## src/logic/bpit_map.svh

```systemverilog
// Named offsets, divisor counts, field positions and reset values of the parallel I/O,
// interrupt mask and rate generator block.
// Assumes nothing; holds definitions only and is included by bare name.
`ifndef BPIT_MAP_SVH
`define BPIT_MAP_SVH

// Reference clock and the slower system clock the rate chain is specified against.
`define BPIT_REF_HZ 200000000
`define BPIT_SYS_HZ 2000000
`define BPIT_PRESCALE (`BPIT_REF_HZ / `BPIT_SYS_HZ)

// Divider ratios of the rate chain.
`define BPIT_DIV_9600 13
`define BPIT_DIV_HALF 2
`define BPIT_DIV_110 22
`define BPIT_DIV_TICK 16
`define BPIT_DIV_TICK_HALF 2
`define BPIT_DIV_W 7

// Rate chain taps: index 0 is 9600 baud, each next index up to 6 halves it, the last is 110 baud.
`define BPIT_NUM_RATES 8
`define BPIT_RATE_2400 3'h2
`define BPIT_RATE_110 3'h7
`define BPIT_NUM_SERIAL 3

// Low address digit of each parallel channel; the high digit is a board strap.
`define BPIT_ADDR_A_LO 4'h8
`define BPIT_ADDR_B_LO 4'h9

// Channel A output latch bit positions used as interrupt masks.
`define BPIT_MASK_RX_LSB 0
`define BPIT_MASK_TX_LSB 3
`define BPIT_MASK_TICK_BIT 6
`define BPIT_NUM_SRC 7

// Acknowledge bit select: values with this bit set select no bit.
`define BPIT_ACK_NONE_BIT 3

// Reset and idle values.
`define BPIT_RST_LATCH 8'h00
`define BPIT_BUS_IDLE 8'hFF
`define BPIT_BUS_DRIVE 8'hFF
`define BPIT_BUS_FLOAT 8'h00

`endif

```

## src/logic/bpit_pkg.sv

```systemverilog
// Types shared by the parallel I/O block and its divider stage.
// Assumes bpit_map.svh is on the include path.
`include "bpit_map.svh"

package bpit_pkg;

   // Rate chain tap selection of one serial channel.
   typedef enum logic [2:0] {
      BPIT_R9600 = 3'h0,
      BPIT_R4800 = 3'h1,
      BPIT_R2400 = 3'h2,
      BPIT_R1200 = 3'h3,
      BPIT_R600 = 3'h4,
      BPIT_R300 = 3'h5,
      BPIT_R150 = 3'h6,
      BPIT_R110 = 3'h7
   } bpit_rate_t;

   // State of one divider stage.
   typedef struct packed {
      logic [`BPIT_DIV_W-1:0] cnt;
   } bpit_div_state_t;

   // State of the top block.
   typedef struct packed {
      logic [7:0] out_a;
      logic [7:0] out_b;
      logic tick_req;
      logic [7:0] din;
      logic [7:0] din_oe;
      logic pint_oe;
      logic [`BPIT_NUM_SERIAL-1:0] bit_clk;
   } bpit_state_t;

endpackage : bpit_pkg

```

## src/logic/bpit_div.sv

```systemverilog
// One synchronous divide-by-N stage driven by a single-cycle enable.
// Assumes the enable is a one-cycle pulse in the ref_clk domain.
`timescale 1ns/1ps
`include "bpit_map.svh"

module bpit_div #(
   parameter int N = 2
) (
   // Clock and reset.
   input wire logic ref_clk,
   input wire logic rst_b,
   // Count enable and terminal count.
   input wire logic en,
   output logic tc
);

   bpit_pkg::bpit_div_state_t s_q;
   bpit_pkg::bpit_div_state_t s_d;
   logic last;

   assign last = (s_q.cnt == `BPIT_DIV_W'(N - 1));
   // Gating by the enable keeps the terminal count a single-cycle pulse.
   assign tc = en && last;

   always_comb begin
      s_d = s_q;
      if (en) begin
         s_d.cnt = last ? '0 : s_q.cnt + `BPIT_DIV_W'(1);
      end
   end

   always_ff @(posedge ref_clk or negedge rst_b) begin
      if (!rst_b) begin
         s_q <= '0;
      end else begin
         s_q <= s_d;
      end
   end

endmodule : bpit_div

```

## src/logic/bpit_top.sv

```systemverilog
// Parallel I/O ports, interrupt masking, periodic tick and serial rate generator.
// Assumes host bus strobes are synchronous to ref_clk and the serial flags come from
// controllers outside this block; the host resolves wired levels from the enables.
//
// Contract
// - Input path passes lines through unheld; output path holds the last written byte.
// - Reading channel B clears the latched periodic tick request.
// - A strap moves the tick clear from the channel B read to channel A.
// - Bit-rate clocks come from the 2 MHz clock at sixteen times baud.
// - The 9600-baud clock is one gated pulse per thirteen system clocks.
// - Lower rates except 110 come from repeated halving of the 9600 clock.
// - The 110-baud clock is the 2400-baud clock divided by twenty-two.
// - Each serial channel has a static rate select feeding both bit clocks.
// - Input access needs address match, input cycle and data-in strobe; per channel.
// - Input byte drives the bus only while the channel input enable is active.
// - Output write needs address match, output cycle and low write strobe.
// - Write strobe captures the data bus; the latch holds until the next write.
// - Each ready flag reaches the interrupt only while its channel A bit is one.
// - Enabled sources form an active-low wired OR that is only ever pulled low.
// - The tick is the 110-baud clock divided by sixteen and then by two.
// - Each tick sets a sticky request, cleared by the port read, maskable.
// - Channel A sits at address x8 and channel B at x9.
// - During acknowledge with interrupt pending, one chosen data-in bit is pulled low.
`timescale 1ns/1ps
`include "bpit_map.svh"

module bpit_top (
   // Clock and reset.
   input wire logic ref_clk,
   input wire logic rst_b,
   // Board straps.
   input wire logic [3:0] addr_hi,
   input wire logic tick_clr_on_a,
   input wire logic [3:0] ack_bit_sel,
   input wire logic [2:0] rate_sel_0,
   input wire logic [2:0] rate_sel_1,
   input wire logic [2:0] rate_sel_2,
   // Host bus.
   input wire logic [7:0] addr,
   input wire logic sinp,
   input wire logic sout,
   input wire logic pdbin,
   input wire logic pwr_b,
   input wire logic sinta,
   input wire logic [7:0] dout,
   output logic [7:0] din,
   output logic [7:0] din_oe,
   // Interrupt line, open drain.
   output logic pint_b_o,
   output logic pint_b_oe,
   // Parallel connector lines.
   input wire logic [7:0] port_a_in,
   input wire logic [7:0] port_b_in,
   output logic [7:0] port_a_out,
   output logic [7:0] port_b_out,
   // Serial controllers.
   input wire logic [`BPIT_NUM_SERIAL-1:0] serial_tx_ready_flag,
   input wire logic [`BPIT_NUM_SERIAL-1:0] serial_rx_ready_flag,
   output logic [`BPIT_NUM_SERIAL-1:0] transmit_bit_clock,
   output logic [`BPIT_NUM_SERIAL-1:0] receive_bit_clock
);

   ////////////////////////////////////////////////////////////////////////////////////////

   bpit_pkg::bpit_state_t s_q;
   bpit_pkg::bpit_state_t s_d;

   logic sys_en;
   logic [`BPIT_NUM_RATES-1:0] rate_tc;
   logic tick_16;
   logic tick_pulse;
   logic [7:0] addr_a;
   logic [7:0] addr_b;
   logic rd_a;
   logic rd_b;
   logic wr_a;
   logic wr_b;
   logic tick_clr;
   logic ack_pull;
   logic [`BPIT_NUM_SRC-1:0] irq_src;
   logic [`BPIT_NUM_SRC-1:0] irq_en;

   ////////////////////////////////////////////////////////////////////////////////////////
   // Rate chain. Every stage runs on ref_clk; each one after the free-running prescaler advances on an earlier stage's pulse,
   // so no derived clock ever reaches a flip-flop clock pin.

   bpit_div #(.N(`BPIT_PRESCALE)) u_sys_div (
      .ref_clk(ref_clk),
      .rst_b(rst_b),
      .en(1'b1),
      .tc(sys_en)
   );

   bpit_div #(.N(`BPIT_DIV_9600)) u_div_9600 (
      .ref_clk(ref_clk),
      .rst_b(rst_b),
      .en(sys_en),
      .tc(rate_tc[0])
   );

   for (genvar g = 1; g < `BPIT_NUM_RATES - 1; g++) begin : g_half
      bpit_div #(.N(`BPIT_DIV_HALF)) u_half (
         .ref_clk(ref_clk),
         .rst_b(rst_b),
         .en(rate_tc[g-1]),
         .tc(rate_tc[g])
      );
   end

   bpit_div #(.N(`BPIT_DIV_110)) u_div_110 (
      .ref_clk(ref_clk),
      .rst_b(rst_b),
      .en(rate_tc[`BPIT_RATE_2400]),
      .tc(rate_tc[`BPIT_RATE_110])
   );

   bpit_div #(.N(`BPIT_DIV_TICK)) u_tick_16 (
      .ref_clk(ref_clk),
      .rst_b(rst_b),
      .en(rate_tc[`BPIT_RATE_110]),
      .tc(tick_16)
   );

   bpit_div #(.N(`BPIT_DIV_TICK_HALF)) u_tick_2 (
      .ref_clk(ref_clk),
      .rst_b(rst_b),
      .en(tick_16),
      .tc(tick_pulse)
   );

   ////////////////////////////////////////////////////////////////////////////////////////
   // Address decode.

   assign addr_a = {addr_hi, `BPIT_ADDR_A_LO};
   assign addr_b = {addr_hi, `BPIT_ADDR_B_LO};
   assign rd_a = (addr == addr_a) && sinp && pdbin;
   assign rd_b = (addr == addr_b) && sinp && pdbin;
   assign wr_a = (addr == addr_a) && sout && !pwr_b;
   assign wr_b = (addr == addr_b) && sout && !pwr_b;
   assign tick_clr = tick_clr_on_a ? rd_a : rd_b;

   // The response byte is only touched when this board itself is pulling the line.
   assign ack_pull = sinta && s_q.pint_oe && !ack_bit_sel[`BPIT_ACK_NONE_BIT];

   assign irq_src[`BPIT_MASK_RX_LSB +: `BPIT_NUM_SERIAL] = serial_rx_ready_flag;
   assign irq_src[`BPIT_MASK_TX_LSB +: `BPIT_NUM_SERIAL] = serial_tx_ready_flag;
   assign irq_src[`BPIT_MASK_TICK_BIT] = s_q.tick_req;
   assign irq_en = irq_src & s_q.out_a[`BPIT_NUM_SRC-1:0];

   ////////////////////////////////////////////////////////////////////////////////////////
   // Next state.

   always_comb begin
      s_d = s_q;
      if (wr_a) begin
         s_d.out_a = dout;
      end
      if (wr_b) begin
         s_d.out_b = dout;
      end
      // A tick landing in the clearing cycle wins, so no tick is lost.
      if (tick_pulse) begin
         s_d.tick_req = 1'b1;
      end else if (tick_clr) begin
         s_d.tick_req = 1'b0;
      end
      s_d.din = `BPIT_BUS_IDLE;
      s_d.din_oe = `BPIT_BUS_FLOAT;
      if (rd_a) begin
         s_d.din = port_a_in;
         s_d.din_oe = `BPIT_BUS_DRIVE;
      end else if (rd_b) begin
         s_d.din = port_b_in;
         s_d.din_oe = `BPIT_BUS_DRIVE;
      end else if (ack_pull) begin
         s_d.din[ack_bit_sel[2:0]] = 1'b0;
         s_d.din_oe[ack_bit_sel[2:0]] = 1'b1;
      end
      s_d.pint_oe = |irq_en;
      s_d.bit_clk[0] = rate_tc[rate_sel_0];
      s_d.bit_clk[1] = rate_tc[rate_sel_1];
      s_d.bit_clk[2] = rate_tc[rate_sel_2];
   end

   always_ff @(posedge ref_clk or negedge rst_b) begin
      if (!rst_b) begin
         s_q.out_a <= `BPIT_RST_LATCH;
         s_q.out_b <= `BPIT_RST_LATCH;
         s_q.tick_req <= 1'b0;
         s_q.din <= `BPIT_BUS_IDLE;
         s_q.din_oe <= `BPIT_BUS_FLOAT;
         s_q.pint_oe <= 1'b0;
         s_q.bit_clk <= '0;
      end else begin
         s_q <= s_d;
      end
   end

   ////////////////////////////////////////////////////////////////////////////////////////
   // Outputs. The interrupt line is never driven high; the host pulls it up.

   assign din = s_q.din;
   assign din_oe = s_q.din_oe;
   assign pint_b_o = 1'b0;
   assign pint_b_oe = s_q.pint_oe;
   assign port_a_out = s_q.out_a;
   assign port_b_out = s_q.out_b;
   // Both bit clocks of a channel share one tap, so receive and transmit rates match.
   assign transmit_bit_clock = s_q.bit_clk;
   assign receive_bit_clock = s_q.bit_clk;

   ////////////////////////////////////////////////////////////////////////////////////////
   // Checks.

   localparam int GAP_9600 = `BPIT_PRESCALE * `BPIT_DIV_9600;
   localparam int GAP_110 = GAP_9600 * `BPIT_DIV_HALF * `BPIT_DIV_HALF * `BPIT_DIV_110;
   logic [31:0] gap_9600_q;
   logic seen_9600_q;
   logic [31:0] gap_110_q;
   logic seen_110_q;

   always_ff @(posedge ref_clk or negedge rst_b) begin
      if (!rst_b) begin
         gap_9600_q <= '0;
         seen_9600_q <= 1'b0;
         gap_110_q <= '0;
         seen_110_q <= 1'b0;
      end else begin
         gap_9600_q <= rate_tc[0] ? '0 : gap_9600_q + 32'h1;
         seen_9600_q <= seen_9600_q || rate_tc[0];
         gap_110_q <= rate_tc[`BPIT_RATE_110] ? '0 : gap_110_q + 32'h1;
         seen_110_q <= seen_110_q || rate_tc[`BPIT_RATE_110];
      end
   end
endmodule : bpit_top

```

## config.mk

```make
export PLATFORM = sky130hd
export DESIGN_NAME = bpit_top
export DESIGN_NICKNAME = d
export VERILOG_FILES = /design/src/logic/bpit_pkg.sv /design/src/logic/bpit_div.sv /design/src/logic/bpit_top.sv
export VERILOG_INCLUDE_DIRS = /design/src /design/src/logic
export SDC_FILE = /design/constraint.sdc
export NUM_CORES = 1
export LEC_CHECK = 0
export BUFFER_PORTS_ARGS = -buffer_cell sky130_fd_sc_hd__clkbuf_2
export CORE_AREA = 2 2 106 108
export CTS_CLUSTER_SIZE = 10
export DETAILED_ROUTE_END_ITERATION = 12
export DIE_AREA = 0 0 108 110
export PLACE_DENSITY = 0.87
export RECOVER_POWER = 100
export SETUP_SLACK_MARGIN = 0.2
export SLEW_MARGIN = 10
export SYNTH_ARGS = -nofsm -noshare
export SYNTH_HDL_FRONTEND = slang
export SYNTH_SLANG_ARGS = --single-unit
```

## constraint.sdc

```tcl
create_clock -name ref_clk -period 2.7 [get_ports ref_clk]
set_clock_uncertainty 0.05 [all_clocks]
set_input_delay 0.405 -clock ref_clk [delete_from_list [all_inputs] [get_ports ref_clk]]
set_output_delay 0.405 -clock ref_clk [all_outputs]
set_load 0.1 [all_outputs]
```

# == Yosys cells after proc, flatten, opt, wreduce, memory -nomap -nowiden ==
# Index checks and enable logic that the tools add are counted.
# Widths: inputs -> output; s select.
# word_totals
regBits,114
in_bits,63
out_inout_bits,40
elab_cells,99
# op_classes
n_addsub,11
order_cmp,5
eq_ne,13
muxes,25
bitwise,2
reduce_logical,25
# ops
op,count
$add 7x1->7 const B,11
$mux 7,11
$eq 7x1->1 const B,7
$mux 16,3
$logic_and 1x1->1,21
$eq 8x8->1,2
$lt 3x4->1 const B,4
$eq 7x4->1 const B,2
$bmux 1 s3,3
$not 8->8,1
$and 7x7->7,1
$eq 7x5->1 const B,1
$eq 7x7->1 const B,1
$mux 1,7
$reduce_or 7->1,1
$demux 1 s3,1
$ge 3x1->1 const B,1
$logic_not 1->1,2
$reduce_bool 2->1,1

# == Logic depth before layout (Yosys ltp) ==
# depth
ltp_word,10
depth_mapped,9
ltp_nobuf,7

# == Hierarchy ==
# From an unflattened synthesis, not the netlist that was laid out.
# hier_totals
cells_unflattened,495
area_unflattened_um2,5750.5
# modules_own_cells
mod,n_inst,cells_each,area_each_um2,seq_area_each_um2
bpit_div at g_half[1].u_half ...,7,32,355.3,175.2
bpit_top,1,129,1806.7,935.9
bpit_div at u_sys_div ...,2,35,356.6,175.2
bpit_div at u_div_110,1,36,372.9,175.2
bpit_div at u_div_9600,1,36,370.4,175.2

# == Worst setup path after synthesis ==
# No wires, ideal clock.
# synth_timing
path_type,reg-to-reg
startpoint,register g_half[3].u_half.s_q[1] (netlist name)
endpoint,register g_half[6].u_half.s_q[2] (netlist name)
setup_time_ns,0.125
arrival_ns,2.202
t_required_ns,2.525
path_slack_ns,0.323
stages_incl_launch_ff,10
path_buffers,2
synth_period_minus_slack_ns,2.377
path_cell_list,dfrtp_1 > inv_1 > ha_1 > or4b_1 > or3_1 > buf_6 > nor3_2 > buf_6 > nand4_2 > mux2_4
# synth_between
elab_chain_cells,4
# synth_rtl
element,line,text
start: declaration,bpit_div.sv:17,bpit_pkg::bpit_div_state_t s_q;
start signal: assignment,bpit_div.sv:34,s_q <= '0;
start signal: assignment,bpit_div.sv:36,s_q <= s_d;
$eq 7x1->1,bpit_div.sv:21,assign last = (s_q.cnt == `BPIT_DIV_W'(N - 1));
$logic_and 1x1->1 (3 in series),bpit_div.sv:23,assign tc = en && last;
end signal: assignment,bpit_div.sv:34,
end signal: assignment,bpit_div.sv:36,
end: declaration,bpit_div.sv:17,
# No other way between the ends.
# A chain may end at the register's enable or synchronous reset.

# == Final worst setup path ==
# layout_timing
startpoint,register g_half[3].u_half.s_q[1] (netlist name)
endpoint,register g_half[5].u_half.s_q[3] (netlist name)
# layout_between
elab_chain_cells,3
# layout_rtl
element,line
$eq 7x1->1,bpit_div.sv:21
$logic_and 1x1->1 (2 in series),bpit_div.sv:23
end signal: assignment,bpit_div.sv:34
end signal: assignment,bpit_div.sv:36
end: declaration,bpit_div.sv:17
# No other way between the ends.

==> results.tsv <==
metric	value	unit
Slew Limit Fails	0	
relative slew slack	18.0	%
maxcap violations	0	
CTS Root Cell	clkbuf_8	
vias in the first global route	4796	
RSZ-0062 raised after global routing	no	
Num Clock Sinks	114	
Post-synth top flop	dfrtp_1	
row count	38	
DP Wirelength	9150	um
Post-DRT Antenna Nets	0	
NumNets Final	752	
crit path DAT	2.86	ns
Tcrit/Tclk final	92.3	%
Post-Layout Cell Count	822	
ant diodes	0	
worst skew pair latency	0.53	ns
clock tree buffer depth	2	
HP Class	primary input to flop	
syn_area_per_cell	10.6	um2
Worst VDD drop	0.000426	V
IO Port Bufs	101	
Starting Density	53.6	%
leak pwr	3.26	nW
setup slack, reg-to-reg	0.21	ns
io pins	103	
fill count	789	
Vias per Instance	5.78	
crit-path max cell delay	0.47	ns
worst path cell trace	inv_1 -> ha_1 -> or4b_4 -> or3_1 -> nor4_4 -> buf_6 -> nand4_1 -> xnor2_1	
Hold Fails Final Rpt	0	
Worst Tran Pin Value	1.23	ns
placed cells	783	
layout cells sized above 1	22.7	%
GR Overflow Total	0	
Post-synth EDFFs	0	
initial antenna violation count	0	
core area	10700	um2
Layout area overhead	22.4	%
global-route wire length before repair	22100	um
Syn. warnings	0	
Mapped Cells	543	
Worst EP required	3.07	ns
worst-path maximum fanout	10	
CP delay by family, top	simple AND/OR/NAND/NOR gates	
Die Height	110	um
syn nets	626	
largest cells by area after synthesis	dfrtp_1, mux2_2, ha_1	
TritonCTS buffer count	17	
WS Path Type	flop to flop	
top cell type's share of synthesized area	46.3	%
first drt pass iteration count	6	
final setup vio count	0	
Critical path buffers and inverters	2	
CP startpoint kind	flop	
CTS tree	done	
largest net degree at the start of global routing	48	
commonest cells in the synthesized netlist	dfrtp_1, nand2_1, nor2_1, o21ai_0, nand4_1	
die area	11900	um2
FF+latch count, synth	114	
total track usage	23.8	%
Worst-path clk slew	0.05	ns
crit path time final	2.49	ns
Synth area leader	dfrtp_1	
H-tree levels	4	
Seq/Total Area, Yosys	49.9	%
Vias	4750	
most common cell in the netlist	dfrtp_1	
synthesized area	5730	um2
final RePlAce weighted congestion	0.922	
status	finished clean	
ys async rst share	100	%
WL final	13600	um
CP Capture Type	flop	
Max Fclk	401	MHz
Final Power	0.00422	W
Die Wd	108	um
slowest CP cell	or3_1	
Remaining DRCs	0	
pwr dens	601	nW/um2
Synth cell types	56	
post-route setup TNS	0	ns
Initial DRC Count	349	
WL/cell	16.6	um
cell families (layout without fill, tap and decap cells):
logic type / count (synthesis) / after routing / synth area share [%]
mux: 30 / 30 / 5.96
fa+ha+maj: 20 / 20 / 4.36
other cells: 1 / 1 / 0.0654
compound gates: 84 / 84 / 9.25
buf+inv: 31 / 170 / 2.73
xor+xnor: 39 / 39 / 5.96
flops: 114 / 114 / 49.9
simple gates: 224 / 224 / 21.7
per-layer routing:
| layer | track usage (%) | vias to the layer above | share of wire, % |
|---|---|---|---|
| li1 | - | 2212 | - |
| met1 | 28.0 | 2359 | 41 |
| met2 | 40.6 | 141 | 52 |
| met3 | 5.94 | 38 | 4.1 |
| met4 | 12.5 | 0 | 3.1 |
| met5 | 0 | - | 0 |
placed cells by master, fill, tap and decap left out, drive strengths merged, types with 6 or more instances in the layout:
| cell | n |
|---|---|
| clkbuf | 130 |
| dfrtp | 106 |
| nand2 | 51 |
| nor2 | 38 |
| o21ai | 32 |
| nand4 | 30 |
| mux2 | 27 |
| xnor2 | 25 |
| ha | 20 |
| and2 | 18 |
| buf | 16 |
| nand3 | 15 |
| a211oi | 15 |
| nor3 | 15 |
| xor2 | 14 |
| and3 | 14 |
| inv | 11 |
| a31oi | 11 |
| or3 | 8 |
| dfstp | 8 |
| o31ai | 8 |
| nor2b | 7 |
| clkinv | 7 |
| a21oi | 6 |
path summary, 6_finish.rpt:
path	start	to	cells past startpoint
setup / recovery	g_half[3].u_half.s_q[1]	g_half[5].u_half.s_q[3]	8
hold / removal	rate_sel_0[2]	receive_bit_clock[0]	2
setup reg to reg	g_half[3].u_half.s_q[1]	g_half[5].u_half.s_q[3]	8
hold reg to reg	g_half[6].u_half.s_q[6]	g_half[6].u_half.s_q[6]	1
max in group asynchronous	rst_b	pint_b_oe	3
min in group asynchronous	rst_b	din_oe[1]	2
layout make-up:
type	instances	area, um2	share of cell area (%)
clock buffer	21	449	6.40
multi-input combinational	398	2710	38.6
sequential	114	2860	40.8
tap	140	175	2.50
clock inverter	11	135	1.93
timing repair buffer	126	641	9.13
inverter	12	45.0	0.642
timing repair:
| item | in CTS | in global routing |
|---|---|---|
| cloned | 0 | 0 |
| hold endpoints to repair | 40 | 0 |
| hold buffers | 1 | 0 |
| setup buffers | 0 | 6 |
| gates resized for setup | 1 | 6 |
| setup endpoints to repair | 7 | 14 |
| pin swaps | 0 | 2 |
metrics by stage:
stage	util (%)	hold slack [ns]	area, um2	setup WS, ns
2_1_floorplan	-	0.0594	5730	0.323
3_3_place_gp	60.3	0.385	6450	0.251
3_5_place_dp	60.3	0.389	6450	0.202
4_1_cts	65.9	0.00720	7050	0.264
5_1_grt	65.6	0.0173	7020	0.0806
6_report	65.6	0.0230	7020	0.207
flip-flops by register name (all words and copies together) (netlist names):
register           cells
pint_b_oe              1
port_a_out             8
u_div_110.s_q          7
u_sys_div.s_q          7
din                    8
receive_bit_clock      3
u_div_9600.s_q         7
u_tick_16.s_q          7
port_b_out             8
u_tick_2.s_q           7
g_half.u_half.s_q     42
din_oe                 8
irq_src                1
power breakdown:
group | switching, W | internal (W)
clock network | 0.000745 | 0.00144
logic | 0.000226 | 0.0000671
registers | 0.00000982 | 0.00173
Note: power is estimated with default switching activity, not from simulation.
